### src/rtl/pplps_defines.vh
// Register offsets, field positions, reset values and timing counts of the port link block
`ifndef PPLPS_DEFINES_VH
`define PPLPS_DEFINES_VH
// APB register byte offsets
`define PPLPS_OFF_LINK_CTRL 12'h000
`define PPLPS_OFF_LINK_CTRL2 12'h004
`define PPLPS_OFF_REJ_TIMER 12'h008
`define PPLPS_OFF_PHY_CFG0 12'h00c
`define PPLPS_OFF_PRBS_SEED 12'h010
`define PPLPS_OFF_PORT_STS 12'h014
// Field positions
`define PPLPS_LC_ASPM_L1 1
`define PPLPS_LC2_DEEMPH 6
`define PPLPS_RT_START_SEL 16
`define PPLPS_CFG0_XLDIS 0
`define PPLPS_CFG0_SPDCHG 1
`define PPLPS_STS_LANEMODE 0
`define PPLPS_STS_LINKUP 1
`define PPLPS_STS_GAP_BUSY 2
`define PPLPS_STS_SPEED 3
`define PPLPS_STS_DEEMPH 4
`define PPLPS_STS_XLINK 5
// Reset values
`define PPLPS_RST_LINK_CTRL 32'h0000_0000
`define PPLPS_RST_LINK_CTRL2 32'h0000_0000
`define PPLPS_RST_PHY_CFG0 32'h0000_0000
`define PPLPS_RST_PRBS_SEED 32'h0000_0000
// Minimum gap timer, in units of 100 ns (5 clocks at 20 ns)
`define PPLPS_CLK_NS 20
`define PPLPS_GAP_UNIT_NS 100
`define PPLPS_GAP_UNIT_CYC (`PPLPS_GAP_UNIT_NS / `PPLPS_CLK_NS)
`define PPLPS_GAP_MIN_UNITS 16'h0001
`define PPLPS_GAP_MAX_UNITS 16'h0280
`define PPLPS_GAP_RST_UNITS 16'h005f
// Activity stretch: 200 ms as five 40 ms update periods
`define PPLPS_ACT_MS 200
`define PPLPS_ACT_PERIOD_MS 40
`define PPLPS_ACT_PERIODS (`PPLPS_ACT_MS / `PPLPS_ACT_PERIOD_MS)
`define PPLPS_ACT_PERIOD_CYC (`PPLPS_ACT_PERIOD_MS * 1000000 / `PPLPS_CLK_NS)
// LTSSM state codes seen from the PHY
`define PPLPS_LT_L0 4'h3
`define PPLPS_LT_L0S 4'h4
`define PPLPS_LT_L1 4'h5
`define PPLPS_LT_RECOV 4'h6
`define PPLPS_LT_POLL_COMPL 4'h2
`endif

### src/rtl/pplps_act_stretch.v
// Activity stretcher holding the activity indication for a number of update periods
`timescale 1ns/10ps
`include "pplps_defines.vh"
module pplps_act_stretch #(
  parameter PERIOD_CYC = 32'd2000000
) (
  input wire mclk,
  input wire rst_n,
  input wire ce,
  input wire pulse,
  output reg active
);
  localparam integer PERIODS_I = `PPLPS_ACT_PERIODS;
  localparam [2:0] PERIODS = PERIODS_I[2:0];
  reg [31:0] tick_cnt;
  reg [2:0] periods_left;
  wire tick = (tick_cnt == PERIOD_CYC - 32'd1);

  always @(posedge mclk or negedge rst_n) begin
    if (!rst_n) begin
      tick_cnt <= 32'h0000_0000;
      periods_left <= 3'h0;
      active <= 1'b0;
    end else if (ce) begin
      if (pulse) begin
        tick_cnt <= 32'h0000_0000;
        periods_left <= PERIODS; // RULE_15
        active <= 1'b1;
      end else if (active) begin
        if (tick) begin
          tick_cnt <= 32'h0000_0000;
          if (periods_left == 3'h1) begin
            active <= 1'b0;
          end
          periods_left <= periods_left - 3'h1;
        end else begin
          tick_cnt <= tick_cnt + 32'h0000_0001;
        end
      end
    end
  end
endmodule

### src/rtl/pplps_port_link.v
// Per-port link power, status, de-emphasis and crosslink control with APB registers
`timescale 1ns/10ps
`include "pplps_defines.vh"
// Document rules for this block and its link partner
// RULE_01: Answer L1 requests only when ASPM L1 enabled
// RULE_02: Accept only with no TLP/ACK/NAK pending
// RULE_03: Partner repeats L1 requests until answered
// RULE_04: On accept, repeat request ack until idle
// RULE_05: On reject, send exactly one nak TLP
// RULE_06: Partner enters then leaves L0s before retrying
// RULE_07: Partner staying in L0 waits 10 us
// RULE_08: Per-port gap timer from its control register
// RULE_09: Gap programmable 100 ns-64 us, resets 9.5 us
// RULE_10: Requests inside gap get no answer
// RULE_11: Default timer starts at nak send
// RULE_12: Start-select waits for idle receive lanes
// RULE_13: Link-up low while data link up
// RULE_14: Activity low on any non-vendor TLP
// RULE_15: Activity held at least 200 ms
// RULE_16: Gen1 -3.5dB; Gen2 uses select field
// RULE_17: De-emphasis negotiated in Recovery via training sets
// RULE_18: Upstream port advertises field, adopts partner choice
// RULE_19: Downstream port ignores partner, uses own field
// RULE_20: Training picks lane role; status reports it
// RULE_21: Same-group crosslink needs different PRBS seeds
// RULE_22: Up-up crosslink stays Gen1 unless speed-change set
// RULE_23: Crosslink enabled at reset, disable bit clears
module pplps_port_link #(
  parameter ACT_PERIOD_CYC = 32'd2000000
) (
  input wire mclk,
  input wire rstn,
  input wire ce,
  input wire psel,
  input wire penable,
  input wire pwrite,
  input wire [11:0] paddr,
  input wire [31:0] pwdata,
  output reg [31:0] prdata,
  output reg pready,
  output reg pslverr,
  input wire port_is_downstream,
  input wire [3:0] ltssm_state,
  input wire rx_l1_request,
  input wire tlp_pending,
  input wire acknak_pending,
  input wire rx_lanes_active,
  input wire tlp_tx,
  input wire tlp_rx,
  input wire tlp_is_vendor_msg,
  input wire partner_deemph_req,
  input wire at_gen2,
  input wire train_lanes_downstream,
  input wire crosslink_formed,
  input wire partner_is_upstream,
  input wire nak_sent,
  output reg tx_l1_ack,
  output reg tx_aspm_nak,
  output reg tx_deemph_adv,
  output reg deemph_6db,
  output reg speed_change_req,
  output reg crosslink_enable,
  output reg [31:0] phy_prbs_seed_reg,
  output reg port_link_up_n,
  output reg port_activity_n
);
  localparam ST_IDLE = 2'h0;
  localparam ST_ACK = 2'h1;
  localparam ST_NAK_WAIT = 2'h2;
  localparam ST_GAP = 2'h3;

  // ----------------------------------------
  // Reset synchroniser
  // ----------------------------------------
  reg rst_meta;
  reg rst_n;
  always @(posedge mclk or negedge rstn) begin
    if (!rstn) begin
      rst_meta <= 1'b0;
      rst_n <= 1'b0;
    end else begin
      rst_meta <= 1'b1;
      rst_n <= rst_meta;
    end
  end

  // ----------------------------------------
  // Functions
  // ----------------------------------------
  function [15:0] clamp_gap;
    input [15:0] v;
    begin
      if (v < `PPLPS_GAP_MIN_UNITS) begin
        clamp_gap = `PPLPS_GAP_MIN_UNITS;
      end else if (v > `PPLPS_GAP_MAX_UNITS) begin
        clamp_gap = `PPLPS_GAP_MAX_UNITS;
      end else begin
        clamp_gap = v;
      end
    end
  endfunction

  function link_is_up;
    input [3:0] s;
    begin
      link_is_up = (s == `PPLPS_LT_L0) || (s == `PPLPS_LT_L0S) || (s == `PPLPS_LT_L1) || (s == `PPLPS_LT_RECOV);
    end
  endfunction

  // ----------------------------------------
  // Registers
  // ----------------------------------------
  reg [31:0] link_control_reg;
  reg [31:0] link_control2_reg;
  reg [15:0] min_l1_request_gap;
  reg timer_start_select;
  reg [31:0] phy_link_config0;
  reg [1:0] state;
  reg [15:0] gap_units;
  reg [2:0] unit_cyc;
  reg gap_running;
  reg lane_direction_mode;
  reg gen2_now;

  wire [31:0] l1_reject_timer_ctrl = {15'h0000, timer_start_select, min_l1_request_gap};
  wire [31:0] switch_port_status = {26'h0000000, crosslink_enable, deemph_6db, gen2_now, (state == ST_GAP),
    ~port_link_up_n, lane_direction_mode};
  wire crosslink_disable = phy_link_config0[`PPLPS_CFG0_XLDIS];
  wire crosslink_speed_change_init = phy_link_config0[`PPLPS_CFG0_SPDCHG];
  wire deemphasis_select = link_control2_reg[`PPLPS_LC2_DEEMPH];
  wire l1_enabled = link_control_reg[`PPLPS_LC_ASPM_L1];
  wire wr_en = psel && penable && pwrite && !pready;
  wire rd_en = psel && penable && !pwrite && !pready;

  // ----------------------------------------
  // APB slave
  // ----------------------------------------
  always @(posedge mclk or negedge rst_n) begin
    if (!rst_n) begin
      link_control_reg <= `PPLPS_RST_LINK_CTRL;
      link_control2_reg <= `PPLPS_RST_LINK_CTRL2;
      min_l1_request_gap <= `PPLPS_GAP_RST_UNITS; // RULE_09
      timer_start_select <= 1'b0;
      phy_link_config0 <= `PPLPS_RST_PHY_CFG0;
      phy_prbs_seed_reg <= `PPLPS_RST_PRBS_SEED;
      prdata <= 32'h0000_0000;
      pready <= 1'b0;
      pslverr <= 1'b0;
    end else if (ce) begin
      pready <= psel && penable && !pready;
      pslverr <= 1'b0;
      if (wr_en) begin
        if (paddr == `PPLPS_OFF_LINK_CTRL) begin
          link_control_reg <= pwdata;
        end else if (paddr == `PPLPS_OFF_LINK_CTRL2) begin
          link_control2_reg <= pwdata;
        end else if (paddr == `PPLPS_OFF_REJ_TIMER) begin
          min_l1_request_gap <= clamp_gap(pwdata[15:0]); // RULE_09
          timer_start_select <= pwdata[`PPLPS_RT_START_SEL];
        end else if (paddr == `PPLPS_OFF_PHY_CFG0) begin
          phy_link_config0 <= pwdata;
        end else if (paddr == `PPLPS_OFF_PRBS_SEED) begin
          phy_prbs_seed_reg <= pwdata;
        end else if (paddr != `PPLPS_OFF_PORT_STS) begin
          pslverr <= 1'b1;
        end
      end
      if (rd_en) begin
        if (paddr == `PPLPS_OFF_LINK_CTRL) begin
          prdata <= link_control_reg;
        end else if (paddr == `PPLPS_OFF_LINK_CTRL2) begin
          prdata <= link_control2_reg;
        end else if (paddr == `PPLPS_OFF_REJ_TIMER) begin
          prdata <= l1_reject_timer_ctrl;
        end else if (paddr == `PPLPS_OFF_PHY_CFG0) begin
          prdata <= phy_link_config0;
        end else if (paddr == `PPLPS_OFF_PRBS_SEED) begin
          prdata <= phy_prbs_seed_reg;
        end else if (paddr == `PPLPS_OFF_PORT_STS) begin
          prdata <= switch_port_status;
        end else begin
          prdata <= 32'h0000_0000;
          pslverr <= 1'b1;
        end
      end
    end
  end

  // ----------------------------------------
  // L1 entry handshake and minimum gap timer
  // ----------------------------------------
  always @(posedge mclk or negedge rst_n) begin
    if (!rst_n) begin
      state <= ST_IDLE;
      tx_l1_ack <= 1'b0;
      tx_aspm_nak <= 1'b0;
      gap_units <= 16'h0000;
      unit_cyc <= 3'h0;
      gap_running <= 1'b0;
    end else if (ce) begin
      tx_aspm_nak <= 1'b0;
      case (state)
        ST_IDLE: begin
          tx_l1_ack <= 1'b0;
          if (port_is_downstream && l1_enabled && rx_l1_request) begin // RULE_01
            if (!tlp_pending && !acknak_pending) begin // RULE_02
              state <= ST_ACK;
              tx_l1_ack <= 1'b1; // RULE_04
            end else begin
              state <= ST_NAK_WAIT;
              tx_aspm_nak <= 1'b1; // RULE_05
            end
          end
        end
        ST_ACK: begin
          if (ltssm_state == `PPLPS_LT_L1 || !link_is_up(ltssm_state)) begin // RULE_04
            tx_l1_ack <= 1'b0;
            state <= ST_IDLE;
          end
        end
        ST_NAK_WAIT: begin
          if (nak_sent) begin
            state <= ST_GAP;
            gap_units <= 16'h0000;
            unit_cyc <= 3'h0;
            gap_running <= !timer_start_select; // RULE_11
          end
        end
        ST_GAP: begin
          if (!gap_running) begin
            if (!rx_lanes_active) begin
              gap_running <= 1'b1; // RULE_12
            end
          end else if (unit_cyc == `PPLPS_GAP_UNIT_CYC - 1) begin
            unit_cyc <= 3'h0;
            if (gap_units + 16'h0001 >= min_l1_request_gap) begin // RULE_08
              state <= ST_IDLE;
              gap_running <= 1'b0;
            end
            gap_units <= gap_units + 16'h0001;
          end else begin
            unit_cyc <= unit_cyc + 3'h1;
          end
          // Requests seen here are ignored // RULE_10
        end
        default: begin
          state <= ST_IDLE;
        end
      endcase
    end
  end

  // ----------------------------------------
  // Link status outputs
  // ----------------------------------------
  wire act_level;
  pplps_act_stretch #(
    .PERIOD_CYC(ACT_PERIOD_CYC)
  ) u_act (
    .mclk(mclk),
    .rst_n(rst_n),
    .ce(ce),
    .pulse((tlp_tx || tlp_rx) && !tlp_is_vendor_msg), // RULE_14
    .active(act_level)
  );

  always @(posedge mclk or negedge rst_n) begin
    if (!rst_n) begin
      port_link_up_n <= 1'b1;
      port_activity_n <= 1'b1;
    end else if (ce) begin
      port_link_up_n <= !link_is_up(ltssm_state); // RULE_13
      port_activity_n <= !act_level; // RULE_15
    end
  end

  // ----------------------------------------
  // De-emphasis and crosslink
  // ----------------------------------------
  always @(posedge mclk or negedge rst_n) begin
    if (!rst_n) begin
      tx_deemph_adv <= 1'b0;
      deemph_6db <= 1'b0;
      speed_change_req <= 1'b0;
      crosslink_enable <= 1'b1;
      lane_direction_mode <= 1'b0;
      gen2_now <= 1'b0;
    end else if (ce) begin
      gen2_now <= at_gen2;
      crosslink_enable <= !crosslink_disable; // RULE_23
      tx_deemph_adv <= deemphasis_select; // RULE_18
      if (!at_gen2) begin
        deemph_6db <= 1'b0; // RULE_16
      end else if (ltssm_state == `PPLPS_LT_RECOV || ltssm_state == `PPLPS_LT_POLL_COMPL) begin // RULE_17
        if (port_is_downstream) begin
          deemph_6db <= deemphasis_select; // RULE_19
        end else begin
          deemph_6db <= partner_deemph_req; // RULE_18
        end
      end
      if (crosslink_formed && !crosslink_disable) begin
        lane_direction_mode <= train_lanes_downstream; // RULE_20
      end else begin
        lane_direction_mode <= port_is_downstream;
      end
      speed_change_req <= !port_is_downstream && crosslink_formed && partner_is_upstream &&
        crosslink_speed_change_init && !at_gen2; // RULE_22
    end
  end
endmodule

### config.mk
export PLATFORM = sky130hd
export DESIGN_NAME = pplps_port_link
export DESIGN_NICKNAME = d
export VERILOG_FILES = /design/src/rtl/pplps_act_stretch.v /design/src/rtl/pplps_port_link.v
export VERILOG_INCLUDE_DIRS = /design/src /design/src/rtl
export SDC_FILE = /design/constraint.sdc
export NUM_CORES = 1
export LEC_CHECK = 0
export BUFFER_PORTS_ARGS = -buffer_cell sky130_fd_sc_hd__buf_4
export CORE_UTILIZATION = 63
export CTS_BUF_LIST = sky130_fd_sc_hd__clkbuf_4 sky130_fd_sc_hd__clkbuf_8 sky130_fd_sc_hd__clkbuf_16
export CTS_CLUSTER_DIAMETER = 120
export CTS_CLUSTER_SIZE = 10
export DETAILED_ROUTE_END_ITERATION = 10
export PLACE_DENSITY = 0.85
export SETUP_SLACK_MARGIN = 0.1
export SLEW_MARGIN = 15
export SYNTH_ARGS = -nofsm -noshare
export SYNTH_HDL_FRONTEND = slang
export SYNTH_SLANG_ARGS = --single-unit
export TNS_END_PERCENT = 1
### constraint.sdc
create_clock -name mclk -period 14.28 [get_ports mclk]
set_clock_uncertainty 0.15 [all_clocks]
set_input_delay 2.856 -clock mclk [delete_from_list [all_inputs] [get_ports mclk]]
set_output_delay 2.856 -clock mclk [all_outputs]
set_load 0.05 [all_outputs]
* Yosys cells after proc, flatten, opt, wreduce, memory -nomap -nowiden
Cells that the tools add are included.
** Operators by class
- Add/sub/neg operators :: 4
- Magnitude comparators :: 3
- Equality and inequality tests :: 24
- Multiplexer cells :: 65
- Bitwise logic cells :: 5
- Reductions and logical operators :: 52
** Operators by type and width (number)
- $mux 32 :: 8
- $mux 16 :: 5
- $mux 1 :: 33
- $add 32x1->32 const B :: 1
- $eq 32x21->1 const B :: 1
- $pmux 16 s2 :: 1
- $eq 12x4->1 const B :: 2
- $eq 12x5->1 const B :: 2
- $mux 3 :: 6
- $add 16x1->16 const B :: 1
- $ge 16x16->1 :: 1
- $gt 16x10->1 const B :: 1
- $lt 16x1->1 const B :: 1
- $logic_and 1x1->1 :: 15
- $mux 2 :: 7
- $reduce_and 7->1 :: 2
- $eq 12x3->1 const B :: 1
- $eq 4x3->1 const B :: 3
- $logic_not 12->1 :: 1
- $ne 12x5->1 const B :: 1
- $reduce_and 3->1 :: 4
- $logic_not 1->1 :: 11
- $reduce_and 5->1 :: 2
- $eq 4x2->1 const B :: 2
- other kinds (19) :: 41
** Storage, ports and cells
- Register bits after elaboration :: 249
- Bits of input ports :: 68
- Output and inout bits :: 74
- Logic and storage cells :: 181

* Longest topological paths before layout
- Word-level depth :: 15
- Depth in mapped cells :: 12
- Gate-level depth less buffers :: 11

* Cells and area by module
Synthesis repeated with hierarchy kept, for this count alone.
** Second synthesis, totals
- Cell total of the unflattened synthesis :: 1104
- Area total of the unflattened synthesis :: 12259.3 um^2
** Modules (own cells, without submodules)
- pplps_port_link :: times used 1, cells an instance 888, area each 10184.8 um^2, seq. area each 5341.4 um^2
- pplps_act_stretch :: times used 1, cells an instance 216, area each 2074.5 um^2, seq. area each 900.9 um^2

* Worst setup path after synthesis
No wires, ideal clock.
- Path kind :: input to register
- Start point :: input paddr[0]
- End point :: register link_control2_reg[10]
- Arrival time :: 4464 ps
- Data required time :: 14005 ps
- Setup slack :: 9541 ps
- Stages on the path :: 7
- Buffers on the path :: 2
- Cell sequence :: nor4_1 > and4b_1 > buf_2 > nand2_1 > nand3_2 > buf_2 > mux2_2
** Between the ends
- Longest elaborated chain between the ends :: 3
- Elaborated cells between the ends (all ways) :: 4
** RTL lines
- from (decl) :: line pplps_port_link.v:37 : input wire [11:0] paddr,
- $logic_not 12->1 (no source line)
- $not 1->1 (no source line)
- $reduce_and 4->1 (no source line) *
- to (signal assigned) :: line pplps_port_link.v:141 : link_control2_reg <= `PPLPS_RST_LINK_CTRL2;
- to (signal assigned) :: line pplps_port_link.v:156 : link_control2_reg <= pwdata;
- to (decl) :: line pplps_port_link.v:114 : reg [31:0] link_control2_reg;
Every way passes the cells marked *; elsewhere a longest branch is shown, timed or not.
A chain may end at the register's enable or synchronous reset.

* Worst setup path after layout
- Start point :: input paddr[0]
- End point :: register link_control2_reg[4]
The elaborated chain is that of the path after synthesis.

==> flow_metrics.tcl <==
set metrics [dict create \
    fmax_ghz 0.1631 \
    grt_pass1_wl_mm 47.16 \
    ys.flop_type "dfrtp_1" \
    powerDensity_mw_per_mm2 119.6 \
    grt_usage_pct 30.39 \
    path_cells "buf_4 > nor4_1 > and4b_1 > and3_1 > nand3_2 > mux2_1" \
    setup_violations 0 \
    final_util_pct 76.33 \
    port_buffers 141 \
    start_kind "primary input" \
    required_ns 14.54 \
    async_flop_share_pct 100.0 \
    power_mw 1.663 \
    r2r_end "state[0]$_DFFE_PN0P_" \
    postCtsSetupRepairBufs 0 \
    antenna_found_initial 0 \
    clk_latency_ns 0.54 \
    ctsResizeCount 0 \
    final_cell_area_mm2 0.01390 \
    drt-vias-per-instance 6.248 \
    grt_max_degree 202 \
    ys_types 66 \
    drt.antenna.violating_nets 0 \
    rsz0062_at_grt "false" \
    drt-initial-drc-count 623 \
    die_x_um 139.3 \
    hold_viol 0 \
    yosysTopAreaCell "dfrtp_1" \
    die-area_mm2 0.01940 \
    cts_root_buffer "clkbuf_16" \
    clockBufferDepth 3 \
    drt-total-wl_mm 28.61 \
    cts_buffers 28 \
    nets 1294 \
    synthCells 1089 \
    tns_ns 0 \
    endpoint_kind "flip-flop" \
    postPlaceCellArea_mm2 0.01300 \
    globalplace.congestion 0.8164 \
    wire_per_inst_um 19.66 \
    synth_top_area_share_pct 50.58 \
    synth_edf_count 0 \
    worstSetupPathType "in2reg" \
    synth_xor_xnor_area_share_pct 2.951 \
    drtPass1Iterations 5 \
    critical_path.max_stage_delay_ns 0.92 \
    yosys-top-cells-area "dfrtp_1 51%, mux2_2 11%, o21ai_0 3.2%, a21oi_1 2.9%, nor2_1 2.8%" \
    worst_pin_slew_ns 1.060 \
    fill_cells 1160 \
    num_vias 9091 \
    relSlewSlack_pct 29.33 \
    antenna_cells 0 \
    syn_nets 1179 \
    core_mm2 0.01821 \
    grt_pass1_vias 9216 \
    fin_crit_sh_pct 42.94 \
    ys_top_cells_by_count "240 x dfrtp_1, 121 x mux2_2, 90 x nor2_1" \
    syn2layout_area_growth_pct 17.07 \
    arrival_ns 6.39 \
    synth_simple_gate_area_share_pct 12.27 \
    synth_most_common_cell "dfrtp_1" \
    cts_tree "yes" \
    drive_above_1_share_pct 28.22 \
    hp-class "reg2async" \
    r2r_start "gap_units[2]$_DFFE_PN0P_" \
    synth_mux_area_share_pct 13.39 \
    cap_violations 0 \
    netlist_area_mm2 0.01187 \
    reg2reg_depth 10 \
    vdd_drop_max_mv 0.1006 \
    die_h_um 139.3 \
    drc 0 \
    num_io_pins 142 \
    avgSynthCellArea_um2 10.90 \
    cts.sinks 249 \
    cts_max_level 1 \
    cts_hold_buffers 0 \
    overflow 0 \
    path_max_fanout 33 \
    slew_viol_final 0 \
    synth-seq-cells 249 \
    seq_area_frac_synth_pct 52.58 \
    p_leak_nw 6.744 \
    rrSetupSlack_ns 10.69 \
    crit_slowest_cell "nand3_2" \
    hpwl_mm 18.45 \
    yosysWarnings 0 \
    synth_top_family_by_area "multiplexers" \
    synthAdderAreaFrac_pct 2.318 \
    post-route-min-period_ns 6.132 \
    clkSlewWorstSetupHoldPaths_ns 0.06 \
    num_rows 49 \
    initial_core_util_pct 65.20 \
    synth_compound_area_share_pct 13.04 \
    status "completed" \
    whs_ns 0.1911 \
]
[cell usage in the layout, fill, tap and decap left out, types with 14 or more instances in the layout]
cell type | synthesis | layout
mux2i_1 | 16 | 16
buf_4 | 3 | 146
nor2_1 | 90 | 90
a221oi_1 | 16 | 16
nand3_1 | 21 | 21
dfrtp_1 | 240 | 239
nand4_1 | 16 | 16
xnor2_1 | 20 | 20
or3_1 | 14 | 14
o21ai_0 | 75 | 75
xor2_1 | 20 | 20
a22o_1 | 18 | 18
clkbuf_16 | 0 | 29
ha_1 | 22 | 22
a21oi_1 | 69 | 69
a22oi_1 | 21 | 21
mux2_2 | 121 | 121
clkbuf_4 | 0 | 23
and2_1 | 15 | 15
inv_1 | 31 | 31
nand2_1 | 85 | 85
[stage by stage]
| stage | setup WS (ns) | std cells |
|---|---|---|
| CTS | 8.176 | 1455 |
| floorplan | 6.693 | 1089 |
| global route | 8.049 | 1455 |
| detailed placement | 7.708 | 1403 |
| finish | 8.148 | 1455 |
| global placement | 7.803 | 1403 |
[routing by layer]
metal	wire (µm)	vias up	global-route usage, %	share of wire [%]
met5	0	-	0	0
met1	12070	4565	40.16	42
li1	-	4127	-	-
met3	1482	78	4.233	5.2
met2	13960	321	50.86	49
met4	1096	0	12.40	3.8
[cell families (layout without fill, tap and decap cells)]
logic type,count (synthesis),after routing
DFF,249,249
muxes,143,143
adders and majority gates,22,22
buffers and inverters,94,231
xor gates and xnor gates,40,40
other,1,1
AOI/OAI and AO/OA,242,242
and+or+nand+nor,298,298
[critical path, delay by kind of cell]
kind / cells / cell delay, ns
buffers and inverters: 1 / 0.11
multiplexers: 1 / 0.62
AND/OR/NAND/NOR: 4 / 2.80
[how the worst max path moves through the flow]
| stage | startpoint | end | slack (ns) | cells after the start |
|---|---|---|---|---|
| finish | paddr[0] | link_control2_reg[4]$_DFFE_PN0P_ | 8.15 | 6 |
| global route | paddr[0] | link_control2_reg[4]$_DFFE_PN0P_ | 8.05 | 6 |
| floorplan | rst_n$_DFF_PN0_ | deemph_6db$_DFFE_PN0P_ | 6.69 | 0 |
| CTS | paddr[0] | link_control2_reg[4]$_DFFE_PN0P_ | 8.18 | 6 |
| global placement | paddr[0] | link_control2_reg[4]$_DFFE_PN0P_ | 7.80 | 6 |
| detailed placement | paddr[0] | link_control2_reg[4]$_DFFE_PN0P_ | 7.71 | 6 |
[where the power goes]
part	switching [mW]	internal [mW]	leakage [nW]	total (mW)
logic	0.140	0.0688	2.93	0.209
registers	0.0266	0.735	3.35	0.761
clock network	0.272	0.421	0.463	0.693
total	0.438	1.22	6.74	1.66
[final cells by class]
type                            instances  area (µm²)  area share [%]
Sequential cell                       249        6246           44.94
Multi-Input combinational cell        746        5233           37.65
Timing Repair Buffer                  147        1116           8.030
Tap cell                              229       286.5           2.061
Clock buffer                           52       898.4           6.463
Inverter                               32       120.1          0.8642
Power figures use the tool's default switching activity.
